[src/core/cts_regs.vh]
`ifndef CTS_REGS_VH
`define CTS_REGS_VH
// Register selects on the register-access port.
`define CTS_SEL_STATUS 1'b0
`define CTS_SEL_CTRL 1'b1
// Status register field positions.
`define CTS_ST_HOT 0
`define CTS_ST_HOT_LOG 1
`define CTS_ST_EXT 2
`define CTS_ST_EXT_LOG 3
`define CTS_ST_CRIT 4
`define CTS_ST_CRIT_LOG 5
`define CTS_ST_T1 6
`define CTS_ST_T1_LOG 7
`define CTS_ST_T2 8
`define CTS_ST_T2_LOG 9
`define CTS_ST_PL 10
`define CTS_ST_PL_LOG 11
`define CTS_ST_RD_LSB 16
`define CTS_ST_RD_MSB 22
`define CTS_ST_RES_LSB 27
`define CTS_ST_RES_MSB 30
`define CTS_ST_VALID 31
// Interrupt control register field positions.
`define CTS_IC_HI_EN 0
`define CTS_IC_LO_EN 1
`define CTS_IC_HOT_EN 2
`define CTS_IC_FPR_EN 3
`define CTS_IC_CRIT_EN 4
`define CTS_IC_T1_LSB 8
`define CTS_IC_T1_MSB 14
`define CTS_IC_T1_EN 15
`define CTS_IC_T2_LSB 16
`define CTS_IC_T2_MSB 22
`define CTS_IC_T2_EN 23
`define CTS_IC_PL_EN 24
// Writable bits of the control register and its reset value.
`define CTS_IC_WMASK 32'h01FFFF1F
`define CTS_IC_RESET 32'h00000000
`endif

[src/core/cts_core.v]
//
// Contract
// Live hot status mirrors sensor hot output.
// Sticky hot log, cleared by writing zero.
// Live external hot or power-reduce status.
// Sticky external log; hot needs bidirectional.
// Live critical status and sticky critical log.
// Live at-or-above first threshold bit.
// Sticky first-threshold-reached log bit.
// Second threshold live and sticky bits.
// Live power-limit bit when capability present.
// Sticky power-limit log bit.
// Readout degrees below activation point.
// Read-only sensor resolution field.
// Valid bit set only for valid readout.
// Readout never above activation, saturates zero.
// High and low transition interrupt enables.
// External hot and power-reduce interrupt enables.
// Critical detector interrupt when enabled.
// First threshold compare and crossing interrupt.
// Second threshold compare and crossing interrupt.
// Power notification event when enabled.
// All events share one thermal vector.
// Software spaces thresholds beyond resolution.
// Reset clears enables, vector masked; reset loads vmask_q as unmasked, the mask then follows I_VEC_MASK_N.
// Write one keeps log; set beats clear.
// Crossings from registered compares, one request each.
`include "cts_regs.vh"
`timescale 1ns/100ps
`default_nettype none
module cts_core #(
   parameter RW = 7, // Readout width.
   parameter [3:0] RESOLUTION = 4'h1, // Sensor tolerance in degrees.
   parameter PL_PRESENT = 1 // Power-limit notification capability.
) (
   input wire I_MCLK, // Core clock, 100 MHz.
   input wire I_RST_N, // Asynchronous reset, active low.
   input wire I_HOT_N, // Sensor high-temperature output, active low.
   input wire I_EXT_HOT_N, // Hot signal driven by another agent, active low.
   input wire I_FORCE_POWER_REDUCE_N, // External power-reduce request, active low.
   input wire I_CRIT, // Critical temperature detector output.
   input wire I_PERF_LIMITED, // Running below requested perf or duty.
   input wire I_BIDIR_EN, // Bidirectional hot-signal feature enable.
   input wire [6:0] I_READOUT, // Raw degrees below activation.
   input wire I_READOUT_NEG, // Raw reading is above activation.
   input wire I_READOUT_VALID, // Raw reading valid.
   input wire I_REG_WR, // Register write strobe.
   input wire I_REG_SEL, // Register select: status or control.
   input wire [31:0] I_REG_WDATA, // Register write data.
   input wire I_VEC_MASK_N, // Thermal vector entry unmasked, active low mask.
   output reg [31:0] O_STATUS, // Status register readout.
   output reg [31:0] O_CTRL, // Control register readout.
   output reg O_THERM_IRQ // One-cycle thermal vector request.
);
   wire [4:0] syn;
   wire hot;
   wire ext_hot;
   wire fpr;
   wire crit;
   wire plim;
   wire [5:0] set_ev;
   wire [5:0] logs;
   wire st_wr;
   wire ct_wr;
   wire [5:0] log_wdata;
   reg [RW-1:0] rd_q;
   reg vld_q;
   reg raw_vld_q;
   reg [RW-1:0] raw_rd_q;
   reg raw_neg_q;
   reg [31:0] ctrl_q;
   reg hot_q;
   reg ext_hot_q;
   reg fpr_q;
   reg crit_q;
   reg plim_q;
   reg t1_q;
   reg t2_q;
   reg t1_d;
   reg t2_d;
   reg t1_seen_q;
   reg irq_d;
   reg [1:0] vmask_q;
   wire ext_live;
   wire t1_cross;
   wire t2_cross;

   // The five sensor levels pass two flip-flops first; I_BIDIR_EN is used unsynchronised.
   cts_sync #(
      .W(5)
   ) u_sync (
      .i_clk(I_MCLK),
      .i_rst_n(I_RST_N),
      .i_async({~I_HOT_N, ~I_EXT_HOT_N, ~I_FORCE_POWER_REDUCE_N, I_CRIT, I_PERF_LIMITED}),
      .o_sync(syn)
   );
   assign hot = syn[4];
   assign ext_hot = syn[3] & I_BIDIR_EN;
   assign fpr = syn[2];
   assign crit = syn[1];
   assign plim = syn[0] & (PL_PRESENT != 0);
   assign ext_live = ext_hot | fpr;

   // Sample the readout bus with two stages; the second is read by logic.
   always @(posedge I_MCLK or negedge I_RST_N) begin
      if (!I_RST_N) begin
         raw_rd_q <= {RW{1'b0}};
         raw_neg_q <= 1'b0;
         raw_vld_q <= 1'b0;
         rd_q <= {RW{1'b0}};
         vld_q <= 1'b0;
      end else begin
         raw_rd_q <= I_READOUT[RW-1:0];
         raw_neg_q <= I_READOUT_NEG;
         raw_vld_q <= I_READOUT_VALID;
         rd_q <= raw_neg_q ? {RW{1'b0}} : raw_rd_q;
         vld_q <= raw_vld_q;
      end
   end

   // Threshold compares: a smaller readout is hotter, so at-or-above is <=.
   always @* begin
      t1_d = t1_q;
      t2_d = t2_q;
      if (vld_q) begin
         t1_d = (rd_q <= ctrl_q[`CTS_IC_T1_MSB:`CTS_IC_T1_LSB]);
         t2_d = (rd_q <= ctrl_q[`CTS_IC_T2_MSB:`CTS_IC_T2_LSB]);
      end
   end
   assign t1_cross = vld_q & t1_seen_q & (t1_d != t1_q);
   assign t2_cross = vld_q & t1_seen_q & (t2_d != t2_q);

   assign st_wr = I_REG_WR & (I_REG_SEL == `CTS_SEL_STATUS);
   assign ct_wr = I_REG_WR & (I_REG_SEL == `CTS_SEL_CTRL);
   assign set_ev = {plim, t2_d & vld_q, t1_d & vld_q, crit, ext_live, hot};
   assign log_wdata = {I_REG_WDATA[`CTS_ST_PL_LOG], I_REG_WDATA[`CTS_ST_T2_LOG],
      I_REG_WDATA[`CTS_ST_T1_LOG], I_REG_WDATA[`CTS_ST_CRIT_LOG],
      I_REG_WDATA[`CTS_ST_EXT_LOG], I_REG_WDATA[`CTS_ST_HOT_LOG]};

   // Sticky logs; only writes to the status register clear them.
   cts_sticky #(
      .N(6)
   ) u_logs (
      .i_clk(I_MCLK),
      .i_rst_n(I_RST_N),
      .i_set(set_ev),
      .i_wr(st_wr),
      .i_wdata(log_wdata),
      .o_log(logs)
   );

   // Control register, state history and the interrupt request.
   always @(posedge I_MCLK or negedge I_RST_N) begin
      if (!I_RST_N) begin
         ctrl_q <= `CTS_IC_RESET;
         hot_q <= 1'b0;
         ext_hot_q <= 1'b0;
         fpr_q <= 1'b0;
         crit_q <= 1'b0;
         plim_q <= 1'b0;
         t1_q <= 1'b0;
         t2_q <= 1'b0;
         t1_seen_q <= 1'b0;
         vmask_q <= 2'h0;
         O_THERM_IRQ <= 1'b0;
      end else begin
         if (ct_wr) begin
            ctrl_q <= I_REG_WDATA & `CTS_IC_WMASK;
         end
         hot_q <= hot;
         ext_hot_q <= ext_hot;
         fpr_q <= fpr;
         crit_q <= crit;
         plim_q <= plim;
         t1_q <= t1_d;
         t2_q <= t2_d;
         if (vld_q) begin
            t1_seen_q <= 1'b1;
         end
         vmask_q <= {vmask_q[0], ~I_VEC_MASK_N};
         O_THERM_IRQ <= irq_d & ~vmask_q[1];
      end
   end

   // Every enabled event merges onto one vector request.
   always @* begin
      irq_d = 1'b0;
      if (ctrl_q[`CTS_IC_HI_EN] & hot & ~hot_q) begin
         irq_d = 1'b1;
      end
      if (ctrl_q[`CTS_IC_LO_EN] & ~hot & hot_q) begin
         irq_d = 1'b1;
      end
      if (ctrl_q[`CTS_IC_HOT_EN] & ext_hot & ~ext_hot_q) begin
         irq_d = 1'b1;
      end
      if (ctrl_q[`CTS_IC_FPR_EN] & fpr & ~fpr_q) begin
         irq_d = 1'b1;
      end
      if (ctrl_q[`CTS_IC_CRIT_EN] & crit & ~crit_q) begin
         irq_d = 1'b1;
      end
      if (ctrl_q[`CTS_IC_T1_EN] & t1_cross) begin
         irq_d = 1'b1;
      end
      if (ctrl_q[`CTS_IC_T2_EN] & t2_cross) begin
         irq_d = 1'b1;
      end
      if (ctrl_q[`CTS_IC_PL_EN] & plim & ~plim_q) begin
         irq_d = 1'b1;
      end
   end

   // Register readouts come from flip-flops.
   always @(posedge I_MCLK or negedge I_RST_N) begin
      if (!I_RST_N) begin
         O_STATUS <= 32'h00000000;
         O_CTRL <= 32'h00000000;
      end else begin
         O_STATUS <= 32'h00000000;
         O_STATUS[`CTS_ST_HOT] <= hot;
         O_STATUS[`CTS_ST_HOT_LOG] <= logs[0];
         O_STATUS[`CTS_ST_EXT] <= ext_live;
         O_STATUS[`CTS_ST_EXT_LOG] <= logs[1];
         O_STATUS[`CTS_ST_CRIT] <= crit;
         O_STATUS[`CTS_ST_CRIT_LOG] <= logs[2];
         O_STATUS[`CTS_ST_T1] <= t1_q;
         O_STATUS[`CTS_ST_T1_LOG] <= logs[3];
         O_STATUS[`CTS_ST_T2] <= t2_q;
         O_STATUS[`CTS_ST_T2_LOG] <= logs[4];
         O_STATUS[`CTS_ST_PL] <= plim;
         O_STATUS[`CTS_ST_PL_LOG] <= logs[5];
         O_STATUS[`CTS_ST_RD_MSB:`CTS_ST_RD_LSB] <= rd_q;
         O_STATUS[`CTS_ST_RES_MSB:`CTS_ST_RES_LSB] <= RESOLUTION;
         O_STATUS[`CTS_ST_VALID] <= vld_q;
         O_CTRL <= ctrl_q;
      end
   end
endmodule
`default_nettype wire

[src/core/cts_sync.v]
`timescale 1ns/100ps
`default_nettype none
// Two-flop synchroniser for a vector of asynchronous levels.
module cts_sync #(
   parameter W = 4
) (
   input wire i_clk, // Core clock.
   input wire i_rst_n, // Asynchronous reset, active low.
   input wire [W-1:0] i_async, // Levels from outside the domain.
   output wire [W-1:0] o_sync // Synchronised levels.
);
   reg [W-1:0] meta_q;
   reg [W-1:0] sync_q;
   // The first stage feeds only the second stage.
   always @(posedge i_clk or negedge i_rst_n) begin
      if (!i_rst_n) begin
         meta_q <= {W{1'b0}};
         sync_q <= {W{1'b0}};
      end else begin
         meta_q <= i_async;
         sync_q <= meta_q;
      end
   end
   assign o_sync = sync_q;
endmodule
`default_nettype wire

[src/core/cts_sticky.v]
`timescale 1ns/100ps
`default_nettype none
// Sticky log bits: hardware set wins over a write-zero clear.
module cts_sticky #(
   parameter N = 6
) (
   input wire i_clk, // Core clock.
   input wire i_rst_n, // Asynchronous reset, active low.
   input wire [N-1:0] i_set, // Hardware set events.
   input wire i_wr, // Register write strobe.
   input wire [N-1:0] i_wdata, // Written bit values; zero clears.
   output wire [N-1:0] o_log // Current log bits.
);
   reg [N-1:0] log_q;
   reg [N-1:0] log_d;
   // A written one keeps the bit; a set in the clear cycle keeps it too.
   always @* begin
      log_d = log_q;
      if (i_wr) begin
         log_d = log_q & i_wdata;
      end
      log_d = log_d | i_set;
   end
   always @(posedge i_clk or negedge i_rst_n) begin
      if (!i_rst_n) begin
         log_q <= {N{1'b0}};
      end else begin
         log_q <= log_d;
      end
   end
   assign o_log = log_q;
endmodule
`default_nettype wire

[config.mk]
export PLATFORM = sky130hd
export DESIGN_NAME = cts_core
export DESIGN_NICKNAME = d
export VERILOG_FILES = /design/src/core/cts_core.v /design/src/core/cts_sync.v /design/src/core/cts_sticky.v
export VERILOG_INCLUDE_DIRS = /design/src /design/src/core
export SDC_FILE = /design/constraint.sdc
export NUM_CORES = 1
export LEC_CHECK = 0
export BUFFER_PORTS_ARGS = -buffer_cell sky130_fd_sc_hd__buf_2
export CORE_MARGIN = 3
export CORE_UTILIZATION = 40
export CTS_CLUSTER_SIZE = 14
export DETAILED_ROUTE_END_ITERATION = 8
export GPL_ROUTABILITY_DRIVEN = 0
export PLACE_DENSITY_LB_ADDON = 0.1
export SLEW_MARGIN = 30
export SYNTH_ARGS = -nofsm -noshare
export SYNTH_HDL_FRONTEND = slang
export SYNTH_HIERARCHICAL = 1
export SYNTH_SLANG_ARGS = --single-unit
[constraint.sdc]
create_clock -name I_MCLK -period 4.8 [get_ports I_MCLK]
set_clock_uncertainty 0.1 [all_clocks]
set_input_delay 0.96 -clock I_MCLK [delete_from_list [all_inputs] [get_ports I_MCLK]]
set_output_delay 0.96 -clock I_MCLK [all_outputs]
set_load 0.01 [all_outputs]
# Word level (Yosys, flattened, before mapping)
# Cells that the tools add are included.
totals:
  wordCells: 75
  register_bits: 109
  input_bits: 52
classes:
  n_lt_le_gt_ge: 2
  mux: 12
  n_bitwise: 38
  n_eq_ne: 2
ops:
  columns: ["op", "count"]
  rows:
  - ["bitwise AND 1 bit", 23]
  - ["less-or-equal comparator 7 bit", 2]
  - ["NOT 1 bit", 12]
  - ["two-way mux 1 bit", 10]
  - ["two-way mux 7 bit", 1]
  - ["bitwise AND 6 bit", 1]
  - ["two-way mux 6 bit", 1]
  - ["OR 6 bit", 1]
  - ["inequality test 1 bit", 2]
  - ["OR 1 bit", 1]

# Depth between registers and ports, before layout
logic_depth:
  depth_word: 11
  ltp_mapped: 7
  mapped_depth_nobuf: 7

# Hierarchy
# Netlist, hierarchy kept.
modules_own_cells:
  columns: ["mod", "area_each_um2", "cells_per_inst", "instances"]
  rows:
  - ["cts_core", 3268.1, 225, 1]
  - ["cts_sync", 250.2, 10, 1]
  - ["cts_sticky", 232.7, 18, 1]

# Worst setup path before layout
# Ideal clock, no wire load.
synth_path:
  path_type: "in2reg"
  startpoint: "in I_BIDIR_EN"
  endpoint: "reg O_THERM_IRQ"
  path_buffers: 0
  stages: 5
  t_arrival_ns: 1.608
  path_slack_ns: 2.954
  required_time_ns: 4.562
  setup_time_ns: 0.138
  path_cell_list: "and2_1 nand3b_1 o21ai_0 o31ai_1 o221ai_2"
synth_between:
  elab_chain_len: 10
synth_lines:
  columns: ["item", "line", "rtl"]
  rows:
  - ["start: declaration", "cts_core.v:43", "input wire I_BIDIR_EN,"]
  - ["bitwise AND 1 bit", "cts_core.v:98", "assign ext_hot = syn[3] & I_BIDIR_EN;"]
  - ["bitwise AND 1 bit (2 in series)", "cts_core.v:194", "if (ctrl_q[`CTS_IC_HOT_EN] & ext_hot & ~ext_hot_q) begin"]
  - ["two-way mux 1 bit", "cts_core.v:194", null]
  - ["two-way mux 1 bit", "cts_core.v:197", "if (ctrl_q[`CTS_IC_FPR_EN] & fpr & ~fpr_q) begin"]
  - ["two-way mux 1 bit", "cts_core.v:200", "if (ctrl_q[`CTS_IC_CRIT_EN] & crit & ~crit_q) begin"]
  - ["two-way mux 1 bit", "cts_core.v:203", "if (ctrl_q[`CTS_IC_T1_EN] & t1_cross) begin"]
  - ["two-way mux 1 bit", "cts_core.v:206", "if (ctrl_q[`CTS_IC_T2_EN] & t2_cross) begin"]
  - ["two-way mux 1 bit", "cts_core.v:209", "if (ctrl_q[`CTS_IC_PL_EN] & plim & ~plim_q) begin"]
  - ["bitwise AND 1 bit", "cts_core.v:181", "O_THERM_IRQ <= irq_d & ~vmask_q[1];"]
  - ["end signal: assignment", "cts_core.v:181", null]
  - ["end: declaration", "cts_core.v:53", "output reg O_THERM_IRQ"]
# No other way between the ends.
# A chain may end at the register's enable or synchronous reset.

# Worst setup path in the final report
layout_path:
  startpoint: "reg O_STATUS[0]"
  endpoint: "out O_STATUS[0]"
layout_rtl:
  columns: ["item", "line", "rtl"]
  rows:
  - ["start: declaration", "cts_core.v:51", "output reg [31:0] O_STATUS,"]
  - ["start signal: indexed assignment", "cts_core.v:221", "O_STATUS[`CTS_ST_HOT] <= hot;"]
  - ["start signal: indexed assignment", "cts_core.v:222", "O_STATUS[`CTS_ST_HOT_LOG] <= logs[0];"]
  - ["start signal: indexed assignment", "cts_core.v:223", "O_STATUS[`CTS_ST_EXT] <= ext_live;"]
# No word-level cell between the ends.

==> results.yml <==
worst_setup_path:
  cp_slowest_cell: "dfrtp_1"
  path_class: "reg -> out"
  crit_required_ns: 3.74
  critPathTopFamily: "flip-flops"
  path_max_fanout: 3
  r2r-start: "rd_q[4]$_DFF_PN0_"
  path_cells: "buf_2"
  worstReg2RegEnd: "O_THERM_IRQ$_DFF_PN0_"
  cpPeakStageDelay_ns: 0.40
  cp_num_buf_inv: 1
  start_kind: "flop"
  reg2reg_depth: 6
  r2r_slack_ns: 2.91
  endpoint_kind: "output pin"
  cp.arrival_ns: 0.90
global_route:
  grt_pass1_wl_mm: 10.22
  track_usage: 0.1293
  antenna_found_initial: 0
  grt_max_degree: 74
  gr-total-overflow: 0
  grt_pass1_vias: 2028
drt:
  routed_wl_mm: 6.353
  wire_per_inst_um: 13.84
  drc: 0
  drt_pass1_iterations: 4
  ant_nets: 0
  initialDrtViolationCount: 29
  avgViaCountPerCell: 4.442
  via_count: 2039
yosys:
  syn_inst: 253
  yosys_warnings: 6
  syn_area_per_cell_um2: 14.83
  synth.area.top_cells: "dfrtp_1 (71%), mux2_2 (6.9%), buf_4 (4.8%)"
  ys_ff_latch: 106
  synth-seq-area-share: 0.7071
  yosysMostFrequentCell: "dfrtp_1"
  async_flop_share: 1.000
  synth_top_area_frac: 0.7071
  synth_edf_count: 0
  synth.distinct_cells: 29
  synth_commonest_cells: "dfrtp_1 (106), buf_4 (24), mux2_2 (23), inv_1 (18), ha_1 (14)"
  synthFlopType: "dfrtp_1"
  syn-cell-area_um2: 3751
  synth_area_leader_cell: "dfrtp_1"
timing:
  rsz0062_at_grt: "no"
  drv_slew: 0
  worstMarginPinSlew_ns: 0.6564
  fin_ws_ns: 2.844
  hold_viol: 0
  fin_setup_tns_ns: 0
  fmax_mhz: 511.3
  post-route-min-period_ns: 1.956
  slew_headroom: 0.5624
  fin_crit_sh: 0.4075
  setup_viol: 0
min_path:
  min_to: "u_sync/o_sync[0]$_DFF_PN0_"
  hold_depth: 0
  min_from: "u_sync/meta_q[0]$_DFF_PN0_"
  hold_class: "reg -> reg"
floorplanning:
  top_level_ports: 117
  rows: 34
  die_area_um2: 10580
  die_h_um: 102.8
  coreArea_um2: 8934
  die_w_um: 102.8
  initial_core_util: 0.4199
run_status:
  status: "complete, no violations"
power:
  p_leak_uw: 0.002168
  power_density_nw_per_um2: 402.4
  max-vdd-ir-drop_mv: 0.1712
clock_tree:
  cts_tree: "done"
  path_clk_slew_ns: 0.09
  cts_setup_buffers: 0
  clock_sinks: 106
  root_buffer: "clkbuf_8"
  clock_latency_ns: 0.34
  holdBufCountCts: 0
  post_cts_resize_count: 0
  cts-buffers-inserted: 9
  cts_buffer_depth: 2
  htree_levels: 3
placed_design:
  dp_hpwl_mm: 4.572
  numPortBuffers: 87
  place_ws_ns: 2.555
  post_dp_cell_area_um2: 4224
  dp.cells: 444
layout:
  nets: 413
  drive_gt1_frac: 0.3732
  stdcell_area_um2: 4422
  stdcell_count: 459
  final_util: 0.4950
  syn2layout_area_growth_pct: 17.88
  diodes: 0
run:
  maxCapViolations: 0
[worst register-to-register path, cell delays in order, from the launching register on]
cell      delay [ns]
dfrtp_1         0.44
ha_1            0.34
a211oi_2        0.22
nor2_1          0.06
o31a_1          0.28
xor2_1          0.21
o221ai_2        0.12
[flip-flops by register name, indices dropped and copies added, names as in the netlist]
signal         cells
rd_q               7
t2_q               1
vmask_q            2
raw_rd_q           7
raw_neg_q          1
O_THERM_IRQ        1
ctrl_q            22
vld_q              1
raw_vld_q          1
u_sync/meta_q      5
ext_hot_q          1
u_sync/o_sync      5
fpr_q              1
u_logs/o_log       6
t1_seen_q          1
O_CTRL            22
t1_q               1
O_STATUS          21
[layer usage]
metal	wire, um	vias to the layer above	global-route usage	share of wire
met5	0	-	0	0
met4	110	0	0.06175	0.017
met3	442	11	0.03383	0.070
met2	2839	71	0.1897	0.45
met1	2961	987	0.1801	0.47
li1	-	970	-	-
[placed cells by master, fill, tap and decap left out, types with 2 or more instances in the layout]
| cell | Yosys | routed |
|---|---|---|
| nand2_1 | 7 | 7 |
| nor2_1 | 4 | 4 |
| inv_1 | 18 | 18 |
| nor2b_1 | 8 | 8 |
| nand2b_1 | 6 | 6 |
| o21ai_0 | 3 | 3 |
| buf_4 | 24 | 2 |
| conb_1 | 2 | 22 |
| a21oi_1 | 6 | 6 |
| ha_1 | 14 | 14 |
| nand3_1 | 2 | 2 |
| o22ai_1 | 2 | 2 |
| nand3b_1 | 3 | 3 |
| a21o_1 | 6 | 6 |
| dfrtp_1 | 106 | 106 |
| buf_2 | 2 | 86 |
| and2_1 | 2 | 2 |
| nand4_1 | 4 | 4 |
| or2_2 | 2 | 2 |
| clkbuf_8 | 0 | 10 |
| mux2_2 | 23 | 23 |
| clkinv_4 | 0 | 2 |
[how the worst max path moves through the flow]
| stage | startpoint | endpoint | slack (ns) | cells past startpoint |
|---|---|---|---|---|
| finish | O_STATUS[0]$_DFF_PN0_ | O_STATUS[0] | 2.84 | 1 |
| global route | O_STATUS[17]$_DFF_PN0_ | O_STATUS[17] | 2.80 | 1 |
| CTS | O_STATUS[0]$_DFF_PN0_ | O_STATUS[0] | 2.82 | 1 |
| detailed placement | I_RST_N | fpr_q$_DFF_PN0_ | 2.56 | 2 |
| global placement | I_RST_N | u_sync/meta_q[2]$_DFF_PN0_ | 2.56 | 2 |
| floorplan | I_BIDIR_EN | O_THERM_IRQ$_DFF_PN0_ | 2.95 | 5 |
[logic make-up (layout without fill, tap and decap cells)]
kind of cell | count (synthesis) | in the layout | synth area share
other | 2 | 22 | 0.002002
XOR/XNOR | 2 | 2 | 0.004671
AO/OA/AOI/OAI | 23 | 23 | 0.04303
AND/OR/NAND/NOR | 39 | 39 | 0.05871
buffers and inverters | 44 | 122 | 0.06871
adder cells (fa/ha/maj) | 14 | 14 | 0.04670
multiplexers | 23 | 23 | 0.06905
flip-flops | 106 | 106 | 0.7071
[metrics by stage]
| stage | power, uW | hold WS (ns) |
|---|---|---|
| 3_3_place_gp | 1264 | 0.2330 |
| 3_5_place_dp | 1270 | 0.2347 |
| 5_1_grt | 1883 | 0.2646 |
| 2_1_floorplan | 1173 | 0.2312 |
| 6_report | 1779 | 0.2545 |
| 4_1_cts | 1809 | 0.2569 |
[report_power, final]
part,total (uW),internal (uW),switching (uW)
Combinational,220,102,118
Sequential,1030,981,44.7
Clock,533,254,279
[final cells by class]
type,count,area (um2)
inverter,18,67.56
sequential,106,2653
clock inverter,4,52.55
fill,802,4512
clock buffer,11,141.4
timing repair buffer,89,456.7
multi-input combinational,123,915.9
tap,108,135.1
(Power assumes the default switching activity.)
